$ cat src/shared/ams_pkg.sv
// Register map, field layout, mode codes and timing for the mode sequencer
package ams_pkg;
	localparam logic [7:0] MODE_OFS    = 8'h00;
	localparam logic [7:0] CONFIG_OFS  = 8'h04;
	localparam logic [7:0] STATUS_OFS  = 8'h08;
	localparam logic [7:0] DATA_OFS    = 8'h0c;
	localparam logic [7:0] OFFSET_BASE = 8'h10;
	localparam logic [7:0] FSCALE_BASE = 8'h1c;
	localparam logic [7:0] IRQ_ST_OFS  = 8'h28;
	localparam logic [7:0] IRQ_MSK_OFS = 8'h2c;

	// Mode register: operating_mode_field [15:13], update_rate_select [3:0]
	localparam int          OP_LSB     = 13;
	localparam int          RATE_LSB   = 0;
	localparam logic [15:0] MODE_RST   = 16'h400a;
	localparam logic [15:0] MODE_WMASK = 16'he00f;

	// Config register fields
	localparam int          CHAN_LSB    = 0;
	localparam int          EXC_BIT     = 4;
	localparam int          CLOCK_OUTPUT_DRIVER_BIT  = 5;
	localparam int          REFINT_BIT  = 7;
	localparam int          GAIN_LSB    = 8;
	localparam int          BURNOUT_BIT = 13;
	localparam int          BIAS_BIT    = 14;
	localparam logic [15:0] CFG_RST     = 16'h0000;
	localparam logic [15:0] CFG_WMASK   = 16'h67b3;

	localparam logic [2:0] OP_CONT   = 3'h0;
	localparam logic [2:0] OP_SINGLE = 3'h1;
	localparam logic [2:0] OP_IDLE   = 3'h2;
	localparam logic [2:0] OP_PDOWN  = 3'h3;
	localparam logic [2:0] OP_ZCAL   = 3'h4;
	localparam logic [2:0] OP_FCAL   = 3'h5;

	localparam logic [2:0] GAIN_1   = 3'h0;
	localparam logic [2:0] GAIN_128 = 3'h7;

	// Status register bits
	localparam int ST_RDYN_BIT  = 0;
	localparam int ST_PDOWN_BIT = 1;
	localparam int ST_BUSY_BIT  = 2;
	localparam int ST_OP_LSB    = 4;

	// Interrupt status and mask bits
	localparam int IRQ_W       = 3;
	localparam int IRQ_CONV    = 0;
	localparam int IRQ_CAL     = 1;
	localparam int IRQ_REFUSED = 2;

	// Conversion cycles per operation
	localparam logic [2:0] SINGLE_CYCLES  = 3'h2;
	localparam logic [2:0] ZCAL_CYCLES    = 3'h2;
	localparam logic [2:0] FCAL_G1_CYCLES = 3'h2;
	localparam logic [2:0] FCAL_CYCLES    = 3'h4;

	localparam int CLK_PERIOD_NS = 10;
	localparam int NS_PER_US     = 1000;
	localparam int CYC_PER_US    = NS_PER_US / CLK_PERIOD_NS;

	// One conversion cycle in microseconds per rate code; code 0 runs as code 1
	function automatic int unsigned rate_period_us(input logic [3:0] code);
		unique case (code)
			4'h0, 4'h1: return 2000;
			4'h2: return 4000;
			4'h3: return 8000;
			4'h4: return 16000;
			4'h5: return 20000;
			4'h6: return 24038;
			4'h7: return 30030;
			4'h8: return 51020;
			4'h9, 4'ha: return 60241;
			4'hb: return 80000;
			4'hc: return 100000;
			4'hd: return 120048;
			4'he: return 160000;
			default: return 239808;
		endcase
	endfunction
endpackage

$ cat src/rtl/ams_mode_sequencer.sv
// Operating-mode sequencer: single conversion, idle, power-down, internal calibrations
// Summary of operation
// RL1: Single mode powers up, runs one conversion lasting two conversion cycles.
// RL2: Conversion end stores result, drops ready flag, returns to power-down.
// RL3: Result and low ready flag hold until data read or next conversion.
// RL4: Idle holds filter and modulator in reset, modulator clocks kept running.
// RL5: Power-down switches off excitation, burnout, bias and clock output driver.
// RL6: Zero-scale calibration shorts enabled channel, lasts two conversion cycles.
// RL7: Internal calibration raises ready flag at start, lowers it when finished.
// RL8: After any internal calibration the sequencer enters idle.
// RL9: Zero-scale calibration stores offset coefficient for selected channel.
// RL10: Full-scale calibration routes full-scale voltage to selected input.
// RL11: Gain 1 with internal reference loads factory full-scale value instead.
// RL12: Gain 1 with external reference full-scale calibration takes two cycles.
// RL13: Host must not request internal full-scale calibration at gain 128.
// RL14: Other gains need four conversion cycles for full-scale calibration.
// RL15: Full-scale calibration stores coefficient for selected channel.
// RL16: Completed conversion is signalled by driving the ready flag low.
// RL17: Four-bit update-rate field in mode register sets conversion cycle length.
// RL18: Gain 128 request leaves coefficient, pulses ready high briefly, enters idle.
module ams_mode_sequencer #(
	parameter int          CONV_SCALE = ams_pkg::CYC_PER_US,
	parameter int          NUM_CH     = 3,
	parameter int          COEF_W     = 24,
	parameter logic [23:0] FACTORY_FS = 24'h500000
) (
	input  wire logic              ref_clk,
	input  wire logic              rst_b,
	input  wire logic              psel,
	input  wire logic              penable,
	input  wire logic              pwrite,
	input  wire logic [7:0]        paddr,
	input  wire logic [31:0]       pwdata,
	output logic      [31:0]       prdata,
	output logic                   pready,
	output logic                   pslverr,
	input  wire logic [COEF_W-1:0] sampleData,
	output logic                   readyN,
	output logic                   filterReset,
	output logic                   modulatorClkEn,
	output logic                   powerDown,
	output logic                   excitationEn,
	output logic                   burnoutEn,
	output logic                   biasEn,
	output logic                   clockOutputDriverEn,
	output logic                   inputShort,
	output logic                   fullScaleRoute,
	output logic                   irq
);
	typedef enum logic [2:0] {
		ST_IDLE, ST_PDOWN, ST_CONV, ST_ZCAL, ST_FCAL, ST_FINISH
	} ams_state_e;

	ams_state_e        stateReg, stateNext;
	logic [15:0]       modeReg, modeNext;
	logic [15:0]       cfgReg, cfgNext;
	logic [COEF_W-1:0] dataReg, dataNext;
	logic [COEF_W-1:0] offsetReg [NUM_CH];
	logic [COEF_W-1:0] offsetNext [NUM_CH];
	logic [COEF_W-1:0] fscaleReg [NUM_CH];
	logic [COEF_W-1:0] fscaleNext [NUM_CH];
	logic [31:0]       periodCntReg, periodCntNext;
	logic [2:0]        cycCntReg, cycCntNext;
	logic [2:0]        targetReg, targetNext;
	logic [1:0]        calChanReg, calChanNext;
	logic              refusedReg, refusedNext;
	logic [ams_pkg::IRQ_W-1:0] irqStatReg, irqStatNext;
	logic [ams_pkg::IRQ_W-1:0] irqMaskReg, irqMaskNext;
	logic [31:0]       prdataReg, prdataNext;
	logic              preadyReg, preadyNext;
	logic              pslverrReg, pslverrNext;
	logic              readyNReg, readyNNext;
	logic [8:0]        pinsReg, pinsNext;
	logic              irqReg, irqNext;

	// Conversion cycle length in clocks, less one, for a rate code
	function automatic logic [31:0] cycles_less_one(input logic [3:0] rate);
		logic [31:0] len;
		len = 32'(ams_pkg::rate_period_us(rate) * CONV_SCALE);
		return len - 32'h1;
	endfunction

	// Register index decode; coefficient slots follow their base word by word
	function automatic logic mapped(input logic [7:0] a);
		logic ok;
		ok = (a[1:0] == 2'h0) && (a < ams_pkg::IRQ_MSK_OFS + 8'h4);
		return ok;
	endfunction

	always_comb begin
		logic            accW;
		logic            accR;
		logic [7:0]      a;
		logic [2:0]      op;
		logic [2:0]      gain;
		logic [1:0]      chan;
		logic [ams_pkg::IRQ_W-1:0] evt;
		logic [ams_pkg::IRQ_W-1:0] clr;
		logic            active;
		logic            pd;
		accW = psel & penable & preadyReg & pwrite;
		accR = psel & penable & preadyReg & ~pwrite;
		a = paddr;
		op = pwdata[ams_pkg::OP_LSB +: 3];
		gain = cfgReg[ams_pkg::GAIN_LSB +: 3];
		chan = cfgReg[ams_pkg::CHAN_LSB +: 2];
		evt = '0;
		clr = '0;
		active = 1'b0;
		pd = 1'b0;
		stateNext = stateReg;
		modeNext = modeReg;
		cfgNext = cfgReg;
		dataNext = dataReg;
		offsetNext = offsetReg;
		fscaleNext = fscaleReg;
		periodCntNext = periodCntReg;
		cycCntNext = cycCntReg;
		targetNext = targetReg;
		calChanNext = calChanReg;
		refusedNext = refusedReg;
		irqMaskNext = irqMaskReg;
		readyNNext = readyNReg;

		// APB: one wait state, answer registered
		preadyNext = psel & penable & ~preadyReg;
		pslverrNext = psel & penable & ~preadyReg & ~mapped(a);
		prdataNext = prdataReg;
		if (psel & penable & ~preadyReg) begin
			prdataNext = 32'h0;
			for (int i = 0; i < NUM_CH; i++) begin
				if (a == ams_pkg::OFFSET_BASE + 8'(4 * i)) begin
					prdataNext = 32'(offsetReg[i]);
				end
				if (a == ams_pkg::FSCALE_BASE + 8'(4 * i)) begin
					prdataNext = 32'(fscaleReg[i]);
				end
			end
			unique case (a)
				ams_pkg::MODE_OFS: prdataNext = 32'(modeReg);
				ams_pkg::CONFIG_OFS: prdataNext = 32'(cfgReg);
				ams_pkg::STATUS_OFS: begin
					prdataNext[ams_pkg::ST_RDYN_BIT] = readyNReg;
					prdataNext[ams_pkg::ST_PDOWN_BIT] = (stateReg == ST_PDOWN);
					prdataNext[ams_pkg::ST_BUSY_BIT] =
						(stateReg != ST_IDLE) && (stateReg != ST_PDOWN);
					prdataNext[ams_pkg::ST_OP_LSB +: 3] = modeReg[ams_pkg::OP_LSB +: 3];
				end
				ams_pkg::DATA_OFS: prdataNext = 32'(dataReg);
				ams_pkg::IRQ_ST_OFS: prdataNext = 32'(irqStatReg);
				ams_pkg::IRQ_MSK_OFS: prdataNext = 32'(irqMaskReg);
				default: ;
			endcase
		end

		// Running operation: count conversion cycles
		if (stateReg == ST_CONV || stateReg == ST_ZCAL || stateReg == ST_FCAL) begin
			if (periodCntReg != 32'h0) begin
				periodCntNext = periodCntReg - 32'h1;
			end else begin
				periodCntNext = cycles_less_one(modeReg[ams_pkg::RATE_LSB +: 4]); // RL17
				cycCntNext = cycCntReg + 3'h1;
				if (cycCntNext == targetReg) begin
					readyNNext = 1'b0; // RL16 RL7
					if (stateReg == ST_CONV) begin
						dataNext = sampleData; // RL2
						stateNext = ST_PDOWN; // RL2
						evt[ams_pkg::IRQ_CONV] = 1'b1;
					end else begin
						if (calChanReg < 2'(NUM_CH)) begin
							if (stateReg == ST_ZCAL) begin
								offsetNext[calChanReg] = sampleData; // RL9
							end else begin
								fscaleNext[calChanReg] = sampleData; // RL15
							end
						end
						stateNext = ST_IDLE; // RL8
						modeNext[ams_pkg::OP_LSB +: 3] = ams_pkg::OP_IDLE;
						evt[ams_pkg::IRQ_CAL] = 1'b1;
					end
				end
			end
		end
		if (stateReg == ST_FINISH) begin
			readyNNext = 1'b0; // RL7 RL18
			stateNext = ST_IDLE; // RL8 RL18
			modeNext[ams_pkg::OP_LSB +: 3] = ams_pkg::OP_IDLE;
			evt[refusedReg ? ams_pkg::IRQ_REFUSED : ams_pkg::IRQ_CAL] = 1'b1;
		end

		// Reading the result releases the ready flag
		if (accR && a == ams_pkg::DATA_OFS && stateReg != ST_ZCAL &&
				stateReg != ST_FCAL && stateReg != ST_FINISH) begin
			readyNNext = 1'b1; // RL3
		end

		// Register writes; a mode write supersedes any running operation
		if (accW) begin
			for (int i = 0; i < NUM_CH; i++) begin
				if (a == ams_pkg::OFFSET_BASE + 8'(4 * i)) begin
					offsetNext[i] = pwdata[COEF_W-1:0];
				end
				if (a == ams_pkg::FSCALE_BASE + 8'(4 * i)) begin
					fscaleNext[i] = pwdata[COEF_W-1:0];
				end
			end
			if (a == ams_pkg::CONFIG_OFS) begin
				cfgNext = pwdata[15:0] & ams_pkg::CFG_WMASK;
			end
			if (a == ams_pkg::IRQ_MSK_OFS) begin
				irqMaskNext = pwdata[ams_pkg::IRQ_W-1:0];
			end
			if (a == ams_pkg::IRQ_ST_OFS) begin
				clr = pwdata[ams_pkg::IRQ_W-1:0];
			end
			if (a == ams_pkg::MODE_OFS) begin
				modeNext = pwdata[15:0] & ams_pkg::MODE_WMASK;
				periodCntNext = cycles_less_one(pwdata[ams_pkg::RATE_LSB +: 4]); // RL17
				cycCntNext = 3'h0;
				calChanNext = chan;
				refusedNext = 1'b0;
				unique case (op)
					ams_pkg::OP_SINGLE: begin
						stateNext = ST_CONV; // RL1
						targetNext = ams_pkg::SINGLE_CYCLES; // RL1
						readyNNext = 1'b1; // RL3
					end
					ams_pkg::OP_PDOWN: stateNext = ST_PDOWN; // RL5
					ams_pkg::OP_ZCAL: begin
						stateNext = ST_ZCAL; // RL6
						targetNext = ams_pkg::ZCAL_CYCLES; // RL6
						readyNNext = 1'b1; // RL7
					end
					ams_pkg::OP_FCAL: begin
						readyNNext = 1'b1; // RL7
						if (gain == ams_pkg::GAIN_128) begin
							stateNext = ST_FINISH; // RL18
							refusedNext = 1'b1; // RL18
						end else if (gain == ams_pkg::GAIN_1 &&
								cfgReg[ams_pkg::REFINT_BIT]) begin
							if (chan < 2'(NUM_CH)) begin
								fscaleNext[chan] = COEF_W'(FACTORY_FS); // RL11
							end
							stateNext = ST_FINISH; // RL11
						end else begin
							stateNext = ST_FCAL; // RL10
							targetNext = (gain == ams_pkg::GAIN_1) ?
								ams_pkg::FCAL_G1_CYCLES : ams_pkg::FCAL_CYCLES; // RL12 RL14
						end
					end
					default: stateNext = ST_IDLE; // RL4
				endcase
			end
		end

		// Set wins over a write-one clear
		irqStatNext = (irqStatReg & ~clr) | evt;
		irqNext = |(irqStatNext & irqMaskNext);

		// Analogue controls follow the next state
		active = stateNext == ST_CONV || stateNext == ST_ZCAL || stateNext == ST_FCAL;
		pd = stateNext == ST_PDOWN;
		pinsNext[0] = ~active; // RL4
		pinsNext[1] = ~pd; // RL4
		pinsNext[2] = pd; // RL1 RL5
		pinsNext[3] = cfgNext[ams_pkg::EXC_BIT] & ~pd; // RL5
		pinsNext[4] = cfgNext[ams_pkg::BURNOUT_BIT] & ~pd; // RL5
		pinsNext[5] = cfgNext[ams_pkg::BIAS_BIT] & ~pd; // RL5
		pinsNext[6] = cfgNext[ams_pkg::CLOCK_OUTPUT_DRIVER_BIT] & ~pd; // RL5
		pinsNext[7] = stateNext == ST_ZCAL; // RL6
		pinsNext[8] = stateNext == ST_FCAL; // RL10
	end

	always_ff @(posedge ref_clk or negedge rst_b) begin
		if (!rst_b) begin
			stateReg <= ST_IDLE;
			modeReg <= ams_pkg::MODE_RST;
			cfgReg <= ams_pkg::CFG_RST;
			dataReg <= '0;
			offsetReg <= '{default: '0};
			fscaleReg <= '{default: '0};
			periodCntReg <= 32'h0;
			cycCntReg <= 3'h0;
			targetReg <= 3'h0;
			calChanReg <= 2'h0;
			refusedReg <= 1'b0;
			irqStatReg <= '0;
			irqMaskReg <= '0;
			prdataReg <= 32'h0;
			preadyReg <= 1'b0;
			pslverrReg <= 1'b0;
			readyNReg <= 1'b1;
			pinsReg <= 9'h003;
			irqReg <= 1'b0;
		end else begin
			stateReg <= stateNext;
			modeReg <= modeNext;
			cfgReg <= cfgNext;
			dataReg <= dataNext;
			offsetReg <= offsetNext;
			fscaleReg <= fscaleNext;
			periodCntReg <= periodCntNext;
			cycCntReg <= cycCntNext;
			targetReg <= targetNext;
			calChanReg <= calChanNext;
			refusedReg <= refusedNext;
			irqStatReg <= irqStatNext;
			irqMaskReg <= irqMaskNext;
			prdataReg <= prdataNext;
			preadyReg <= preadyNext;
			pslverrReg <= pslverrNext;
			readyNReg <= readyNNext;
			pinsReg <= pinsNext;
			irqReg <= irqNext;
		end
	end

	assign prdata = prdataReg;
	assign pready = preadyReg;
	assign pslverr = pslverrReg;
	assign readyN = readyNReg;
	assign filterReset = pinsReg[0];
	assign modulatorClkEn = pinsReg[1];
	assign powerDown = pinsReg[2];
	assign excitationEn = pinsReg[3];
	assign burnoutEn = pinsReg[4];
	assign biasEn = pinsReg[5];
	assign clockOutputDriverEn = pinsReg[6];
	assign inputShort = pinsReg[7];
	assign fullScaleRoute = pinsReg[8];
	assign irq = irqReg;
endmodule

$ cat config.mk
export PLATFORM = sky130hd
export DESIGN_NAME = ams_mode_sequencer
export DESIGN_NICKNAME = d
export VERILOG_FILES = /design/src/shared/ams_pkg.sv /design/src/rtl/ams_mode_sequencer.sv
export SDC_FILE = /design/constraint.sdc
export NUM_CORES = 1
export LEC_CHECK = 0
export ABC_AREA = 1
export BUFFER_PORTS_ARGS = -buffer_cell sky130_fd_sc_hd__buf_4
export CAP_MARGIN = 10
export CORE_ASPECT_RATIO = 1.5
export CORE_MARGIN = 10
export CORE_UTILIZATION = 45
export DETAILED_ROUTE_END_ITERATION = 8
export PLACE_DENSITY = 0.58
export SKIP_CTS_REPAIR_TIMING = 1
export SLEW_MARGIN = 20
export SYNTH_ARGS = -nofsm -noshare
export SYNTH_HDL_FRONTEND = slang
export SYNTH_SLANG_ARGS = --single-unit
$ cat constraint.sdc
create_clock -name ref_clk -period 12 [get_ports ref_clk]
set_input_delay 1.8 -clock ref_clk [delete_from_list [all_inputs] [get_ports ref_clk]]
set_output_delay 1.8 -clock ref_clk [all_outputs]
set_load 0.05 [all_outputs]
=== Yosys cells after proc, flatten, opt, wreduce, memory -nomap -nowiden ===
Memory sizes are Yosys's and may differ from the RTL's.
Cells that the tools add are included.
Widths: inputs -> output; s select.

* Bits in registers: 280
* ROM bits: 576
* Input bits: 69
* Output and inout port bits: 45
* Word-level logic and storage cells: 232
* Memories: 2

* $add $sub $neg: 4
* Multiply operators: 2
* $lt $le $gt $ge: 9
* Equality and inequality tests: 32
* Mux-type cells: 102
* Bitwise logic cells: 26
* Reduce and logical (&&, ||, !) cells: 30

{| class="wikitable"
|+ Memories
! name !! depth !! width !! read ports !! clocked after memory_dff !! wr ports !! RTL line !! RTL
|-
| (name not given) || 16 || 18 || 1 || 0 || 0 || ams_pkg.sv:63 || <nowiki>unique case (code)</nowiki>
|-
| (name not given) || 16 || 18 || 1 || 0 || 0 || ams_pkg.sv:63 ||
|}

{| class="wikitable"
|+ Operators with widths
! kind !! count
|-
| $mux 72 || 19
|-
| $mux 32 || 13
|-
| $mux 24 || 12
|-
| $bwmux 72 || 2
|-
| $pmux 25 s4 || 1
|-
| $demux 24 s2 || 2
|-
| $sub 32x1->32 const B || 3
|-
| $mux 3 || 23
|-
| $and 66x66->66 || 1
|-
| $not 66->66 || 1
|-
| $mul 32x5->30 const B || 2
|-
| $eq 8x5->1 const B || 4
|-
| $eq 8x6->1 const B || 4
|-
| $mux 16 || 2
|-
| $reduce_bool 32->1 || 1
|-
| $mux 15 || 2
|-
| $pmux 3 s4 || 2
|-
| $eq 3x3->1 const B || 6
|-
| $pmux 3 s6 || 1
|-
| $eq 8x4->1 const B || 2
|-
| $mux 1 || 16
|-
| $eq 3x2->1 const B || 5
|-
| $reduce_or 3->1 || 4
|-
| $and 1x1->1 || 10
|-
| 36 further kinds || 67
|}

=== Logic depth before layout (Yosys ltp) ===
Gate-level depths: netlist of the first run.

* Depth after elaboration: 21
* Gate-level depth with buffers: 32
* Depth with buffers taken out: 31

=== Worst setup path after synthesis of the first run ===
Ideal clock, no wire load.

* Path kind: input -> register
* Start point: in pwdata[1]
* End point: reg periodCntReg[22]
* Arrival: 5.545 ns
* Data required time: 11.882 ns
* Path slack: 6.338 ns
* Cell stages on the path: 30
* Path buffers: 1
* Cells stage by stage: inv_1 clkbuf_1 ha_1 inv_1 nand2_1 nand2_1 nand2_1 o21a_1 ha_1 ha_1 inv_1 fa_1 inv_1 ha_1 nand2_1 inv_1 nand2_1 nand2_1 inv_1 nand2_1 nand2_1 nand2_1 nor2_1 nand3_2 nor2_2 nand2_1 nor2_1 nor2_1 nor2_1 nor2_1

* Cells in the longest elaborated chain, start to end: 7

{| class="wikitable"
|+ Ends and longest elaborated chain
! item !! RTL line !! RTL
|-
| start: declaration || ams_mode_sequencer.sv:33 || <nowiki>input wire logic [31:0] pwdata,</nowiki>
|-
| $mem_v2 16x18 || -- ||
|-
| $mux 32 || ams_mode_sequencer.sv:216 || <nowiki>if (a == ams_pkg::MODE_OFS) begin</nowiki>
|-
| $mux 32 || ams_mode_sequencer.sv:198 || <nowiki>if (accW) begin</nowiki>
|-
| $mul 32x5->30 || ams_mode_sequencer.sv:79 || <nowiki>len = 32'(ams_pkg::rate_period_us(rate) * CONV_SCALE);</nowiki>
|-
| $sub 32x1->32 || ams_mode_sequencer.sv:80 || <nowiki>return len - 32'h1;</nowiki>
|-
| $mux 32 || ams_mode_sequencer.sv:216 ||
|-
| $mux 32 || ams_mode_sequencer.sv:198 ||
|-
| via periodCntNext[22] || ams_mode_sequencer.sv:62 || <nowiki>logic [31:0] periodCntReg, periodCntNext;</nowiki>
|-
| end signal: assignment || ams_mode_sequencer.sv:302 || <nowiki>periodCntReg <= periodCntNext;</nowiki>
|-
| end: declaration || ams_mode_sequencer.sv:62 ||
|}

The timed path passes the listed nets, and every way through them passes these cells. The select of a mux whose other input is x is not followed.
A chain may end at the register's enable or synchronous reset.

=== Worst setup path in the final report of the first run ===
* Start point: in pwdata[0]
* End point: reg periodCntReg[25]

The elaborated chain is that of the path after synthesis.

==> key figures, run 1 <==
Detailed routing
  – Vias per cell: about 5.5
  – Wire length per cell: between 15 and 20 microns
  – DRC Markers: 0
  – Final ANT Viol Nets: 0
  – Via Count: approximately 20,000
  – Drt first pass iters: 6
  – Routed WL: around 70,000 microns
  – Drt initial violations: 1,321

Place
  – RePlAce Congestion: a little under 0.9
  – Post-DP HPWL: approximately 50,000 microns
  – Placed Cells: roughly 3,600
  – # port buffers: 97

Yosys
  – Synth Flop Type: dfrtp_1
  – Multiplexer share of the synthesized area: less than 1%
  – Count leader, synth: nand2_1
  – Distinct cells, synth: 60
  – Mapped Cells: between 2,000 and 3,000
  – Compound-cell area share of the yosys netlist: between 10% and 20%
  – Yosys top cell area share: between 30% and 40%
  – Synth top area cells: dfrtp_1 (33%), nand2_1 (13%), inv_1 (8.4%), ha_1 (7.8%), a21oi_1 (5.8%)
  – Leading area contributor after synthesis: dfrtp_1
  – Async SR Flop Fraction: 100.0%
  – Synth Area in XOR/XNOR: 0.9037%
  – Largest family of logic cells by synthesized area: simple AND/OR/NAND/NOR gates
  – Post-Synth Simple-Gate Area: between 20% and 30%
  – #FFs+latches synth: about 270
  – Synth Cell Area: slightly above 20,000 sq um
  – EDFF count, synth: 0
  – Commonest cells in the netlist: nand2_1 (712), inv_1 (457), nor2_1 (300), dfrtp_1 (265), a21oi_1 (235)
  – Seq/Total Area, Yosys: between 30% and 40%
  – Yosys warns: 0
  – Post-synthesis adder-cell area fraction: around 10%
  – Synth Area per Inst: 6.873 sq um

Critical path
  – CP Capture Type: flip-flop
  – Setup CP Type: in2reg
  – Setup crit start kind: primary input
  – Max FO, Critical Path: 11
  – WP data arrival: between 7 and 8 ns
  – WP data required: 12.50 ns

Final layout
  – Fraction of layout instances using a drive strength above 1: 7.928%
  – N_diodes: 0
  – Non-filler cells, final: roughly 3,600
  – # nets final: between 3,000 and 4,000
  – Area grow syn2layout: 11.45%
  – Post-Route Utilization: 50.62%

Die
  – Die Ht: 280.5 microns
  – Die area: 54,310 sq um
  – Core area: between 40,000 and 50,000 sq um
  – Row count: 95
  – Top Ports: between 100 and 150
  – Die W: between 150 and 200 microns
  – Initial Util: between 40% and 50%

Worst hold path
  – Hold Crit Class: reg2reg

STA
  – Hold Vio Cnt, Final: 0
  – Tmin final: about 6.5 ns
  – Final Setup Violations: 0
  – Sum Neg Setup Slack: 0 ns
  – Slew margin rel.: about a quarter
  – Worst-Margin Slew: ~1.1 ns
  – Clk_skew: around 0.033 ns
  – Final period utilization: 54.47%
  – FMAX: 153.0 MHz
  – Final slew viol count: 0
  – Unrepaired setup endpoints after global routing: false

Run status
  – Status: completed

Clocking
  – Cts bufs inserted: 30
  – Clk_lat worst skew: 0.59 ns
  – Clk sinks: 271
  – TritonCTS clock tree: done
  – Clock root cell: clkbuf_16
  – Clk pin slew, worst setup/hold paths: 0.07 ns
  – Clock buffer depth: 3
  – H-tree depth: 1

Global route
  – Overall Global Routing Usage: roughly a quarter
  – Vias in the first global route: just under 20,000
  – Initial antenna violation count: 0
  – First-pass GRT wire length: approximately 110,000 microns
  – Aggregate global routing overflow: 0
  – Largest net degree at the start of global routing: ~120

Run
  – Max-cap check violation count: 0

Power
  – P_leak: around 12 nW
  – P per Cell Area: 115.9 nW/um^2
  – VDD IR max: about 0.00013 V
==> worst paths after layout <==
check	startpoint	slack, ns	endpoint	cells past startpoint
max in group asynchronous	rst_b	9.01	modeReg[2]$_DFFE_PN0P_	2
min reg2reg	cfgReg[7]$_DFFE_PN0P_	0.48	cfgReg[7]$_DFFE_PN0P_	2
max reg2reg	modeReg[1]$_DFFE_PN1P_	6.50	periodCntReg[21]$_DFF_PN0_	24
max	pwdata[0]	5.46	periodCntReg[25]$_DFF_PN0_	27
min in group asynchronous	rst_b	1.29	prdata[17]$_DFFE_PN0P_	1
min	cfgReg[7]$_DFFE_PN0P_	0.48	cfgReg[7]$_DFFE_PN0P_	2
==> metal layers <==
layer	up-vias	global-route usage (%)	wire length (microns)
li1	9728	-	-
met1	9575	26.83	26720
met2	584	47.43	37100
met3	170	2.881	3270
met4	0	11.92	3348
met5	-	0	0
==> registers in the layout (all words and copies together), names as in the netlist, 2 cells and up <==
signal        cells
periodCntReg     32
prdata           24
irqStatReg        3
cycCntReg         3
pinsReg           9
irqMaskReg        3
fscaleReg        72
stateReg          3
dataReg          24
calChanReg        2
offsetReg        72
modeReg           7
targetReg         2
cfgReg           10
==> final cells by class <==
type	count	area (sq um)
inverter	472	1774
clock buffer	43	899.6
multi-input combinational	2114	11400
tap	582	728.2
clock inverter	13	126.4
timing repair buffer	127	968.4
fill	4533	22130
sequential	271	6789
==> cells in the final DEF, fill, tap and decap left out, types with 23 or more instances in the layout <==
master and n:
buf_4 124, a21oi_1 235, inv_1 456, dfrtp_1 265, o21ai_0 126, nand4_1 42, nor2_1 293, o21ai_1 111
a22oi_1 23, ha_1 127, nand3_1 180, clkbuf_16 30, o211ai_1 35, nor3_1 35, fa_1 26, nand2_1 711
==> worst max-delay path: stages <==
cell and delay (ns):
buf_4 0.18, clkinv_1 0.40, ha_1 0.39, nand2_1 0.12
inv_1 0.11, a311oi_1 0.62, ha_1 0.35, ha_1 0.28
inv_1 0.05, fa_1 0.49, inv_1 0.04, ha_1 0.33
nand2_1 0.15, inv_1 0.05, a21oi_1 0.32, nor2_1 0.10
nor2_1 0.14, nand3b_1 0.09, nand2_1 0.16, nand2_1 0.07
nor2_1 0.13, nand3_1 0.23, nand2_1 0.14, nand2_1 0.07
nand2_1 0.07, inv_1 0.04, a21oi_1 0.10
==> power by group <==
group	switching (mW)	internal, mW	total (mW)
clock network	0.416	0.546	0.961
registers	0.0296	0.953	0.983
logic	0.468	0.217	0.685
==> cells by family (layout without fill, tap and decap cells) <==
logic type,count (synthesis),after routing
adders and majority gates,153,153
other,1,10
buffers and inverters,585,655
DFF,271,271
xor gates and xnor gates,21,21
muxes,1,1
and+or+nand+nor,1320,1320
AOI/OAI and AO/OA,609,609
==> metrics by stage <==
| stage | area (sq um) | power (mW) | hold WS (ns) | worst slack, ns |
|---|---|---|---|---|
| global route | 22680 | 2.780 | 0.5091 | 5.144 |
| CTS | 22670 | 2.645 | 0.4901 | 5.533 |
| floorplan | 20390 | 1.476 | 0.4530 | 6.338 |
| finish | 22680 | 2.629 | 0.4844 | 5.464 |
| detailed placement | 21640 | 1.681 | 0.4744 | 4.952 |
| global placement | 21640 | 1.672 | 0.4690 | 5.036 |
(Power assumes the default switching activity.)
==> run 2, diff against run 1 <==
Settings changed: PLACE_DENSITY 0.58 to 0.6.
Clock period 12 ns to 5.4 ns, I/O delays scaled along.
==> run 2 against run 1 <==
Effect of this change:
- register-to-register slack worse by 6.1 ns
- largest cell class unchanged
- critical path type is now reg2reg
- critical path depth is 1 lower
- total power grew 120%
==> key figures, run 2 (same netlist as run 1, synthesis figures left out) <==
Critical path
  – WP depth: 26 (-3.7%)
  – Cell repeated most along the worst path: nand2_1
  – Max incr delay on CP: 0.52 ns (-0.10 ns)
  – WP data arrival: 5.42 ns (-1.61 ns)
  – Setup crit start kind: flip-flop
  – CP Capture Type: flip-flop
  – Setup CP Type: reg2reg
  – WP data required: 5.86 ns (-6.64 ns)
  – Max FO, Critical Path: 5 (-6)
  – Slowest-stage cell, CP: dfstp_2
  – Worst Reg2Reg Path Length in Cells: 26 (+8.3%)
  – CP top delay family: simple AND/OR/NAND/NOR gates
  – Buf/Inv on CP: 4 (-3)

Clocking
  – H-tree depth: 1 (unchanged)
  – Clk pin slew, worst setup/hold paths: 0.06 ns (about the same)
  – Clk sinks: 271 (unchanged)
  – Clk_lat worst skew: 0.59 ns (about the same)
  – Clock buffer depth: 3 (unchanged)
  – TritonCTS clock tree: done
  – Clock root cell: clkbuf_16
  – Cts bufs inserted: 30 (unchanged)

Global route
  – First-pass GRT wire length: 110,000 microns (+0.55%)
  – Aggregate global routing overflow: 0 (unchanged)
  – Overall Global Routing Usage: 25.03% (+0.045 points)
  – Vias in the first global route: 20,350 (+3.7%)
  – Largest net degree at the start of global routing: 116 (-1.7%)
  – Initial antenna violation count: 0 (unchanged)

STA
  – Final slew viol count: 0 (unchanged)
  – WHS: 0.2587 ns (-0.2257 ns)
  – Tmin final: ~5.0 ns
  – Worst Slack Setup Final: 0.4413 ns (-5.023 ns)
  – FMAX: a little over 200 MHz
  – Unrepaired setup endpoints after global routing: false
  – Final Setup Violations: 0 (unchanged)
  – Final period utilization: 91.83%
  – Hold Vio Cnt, Final: 0 (unchanged)
  – Slew margin rel.: 19.55% (-5.1 points)
  – Worst-Margin Slew: 1.204 ns (+0.07580 ns)
  – Sum Neg Setup Slack: 0 ns (unchanged)
  – Clk_skew: 0.01845 ns (-0.01502 ns)

Power
  – VDD IR max: 0.0002497 V (+91%)
  – P per Cell Area: 252.3 nW/um^2 (+120%)
  – P_leak: 11.91 nW (+1.0%)

Die
  – Top Ports: 114 (unchanged)
  – Initial Util: 45.42% (unchanged)
  – Die area: 54,310 sq um (unchanged)
  – Row count: 95 (unchanged)
  – Die Ht: 280.5 microns (unchanged)
  – Core area: 44,810 sq um (unchanged)
  – Die W: 193.6 microns (unchanged)

Final layout
  – N_diodes: 0 (unchanged)
  – Largest regs: fscaleReg x72, offsetReg x72, periodCntReg x32
  – # fillers: 4,590 (+1.3%)
  – Area grow syn2layout: 12.38%
  – Non-filler cells, final: 3,656 (+0.94%)
  – Fraction of layout instances using a drive strength above 1: 8.816% (+0.89 points)
  – Commonest cells after routing, fill and taps aside: nand2_1 (711), inv_1 (456), nor2_1 (292)
  – Commonest non-fill, non-tap cell in the layout: nand2_1
  – # nets final: 3,272 (+1.1%)

Place
  – Placed Cells: 3,600 (+0.98%)
  – Post-DP HPWL: 50,450 microns (+1.8%)
  – # port buffers: 97 (unchanged)
  – Pre-CTS WS: 0.1686 ns (-4.784 ns)
  – RePlAce Congestion: 0.9132 (+3.0%)

Detailed routing
  – Drt first pass iters: 7 (+1)
  – Vias per cell: 5.513 (-0.45%)
  – Drt initial violations: 1,370 (+3.7%)
  – Wire length per cell: 19.15 microns (-1.5%)
  – Final ANT Viol Nets: 0 (unchanged)
  – Via Count: 20,150 (+0.48%)
  – DRC Markers: 0 (unchanged)
  – Routed WL: 70,000 microns (-0.62%)

Run
  – Max-cap check violation count: 0 (unchanged)

Worst hold path
  – Hold Crit Class: in2async

Run status
  – Status: completed
==> run 2: final timing paths <==
path                                                   end                     from  slack (ns)
worst max-delay path            periodCntReg[23]$_DFF_PN0_   modeReg[1]$_DFFE_PN1P_        0.44
worst min-delay path               offsetReg[31]$_DFF_PN0_                    rst_b        0.26
worst max register to register  periodCntReg[23]$_DFF_PN0_   modeReg[1]$_DFFE_PN1P_        0.44
worst min register to register     dataReg[22]$_DFFE_PN0P_  dataReg[22]$_DFFE_PN0P_        0.49
max in group asynchronous           modeReg[2]$_DFFE_PN0P_                    rst_b        3.81
min in group ref_clk                offsetReg[8]$_DFF_PN0_                pwdata[8]        0.48
==> run 2: where the power goes <==
part	internal, mW	leakage (nW)	switching (mW)
clock network	1.13	0.460	0.894
registers	2.12	3.04	0.0653
logic	0.525	8.41	1.04
==> run 2: area by class of cell <==
cell class	count	area (sq um)	area share, %
Clock buffer	48	888.4	3.884
Clock inverter	8	60.06	0.2626
Inverter	472	1774	7.757
Multi-Input combinational cell	2114	11400	49.84
Sequential cell	271	6794	29.70
Tap cell	582	728.2	3.184
Timing Repair Buffer	161	1229	5.372
==> run 2: layer usage <==
layer  share of wire, %  track usage, %
met1                 37           26.14
met2                 52           47.05
met3                4.6           2.977
met4                6.2           14.85
met5                  0               0
==> run 2: metrics by stage <==
stage | area [sq um] | utilization, % | power (mW)
floorplan | 20390 | - | 3.279
global placement | 21910 | 48.90 | 3.768
detailed placement | 21910 | 48.90 | 3.786
CTS | 22860 | 51.01 | 5.806
global route | 22870 | 51.04 | 6.104
finish | 22870 | 51.04 | 5.771
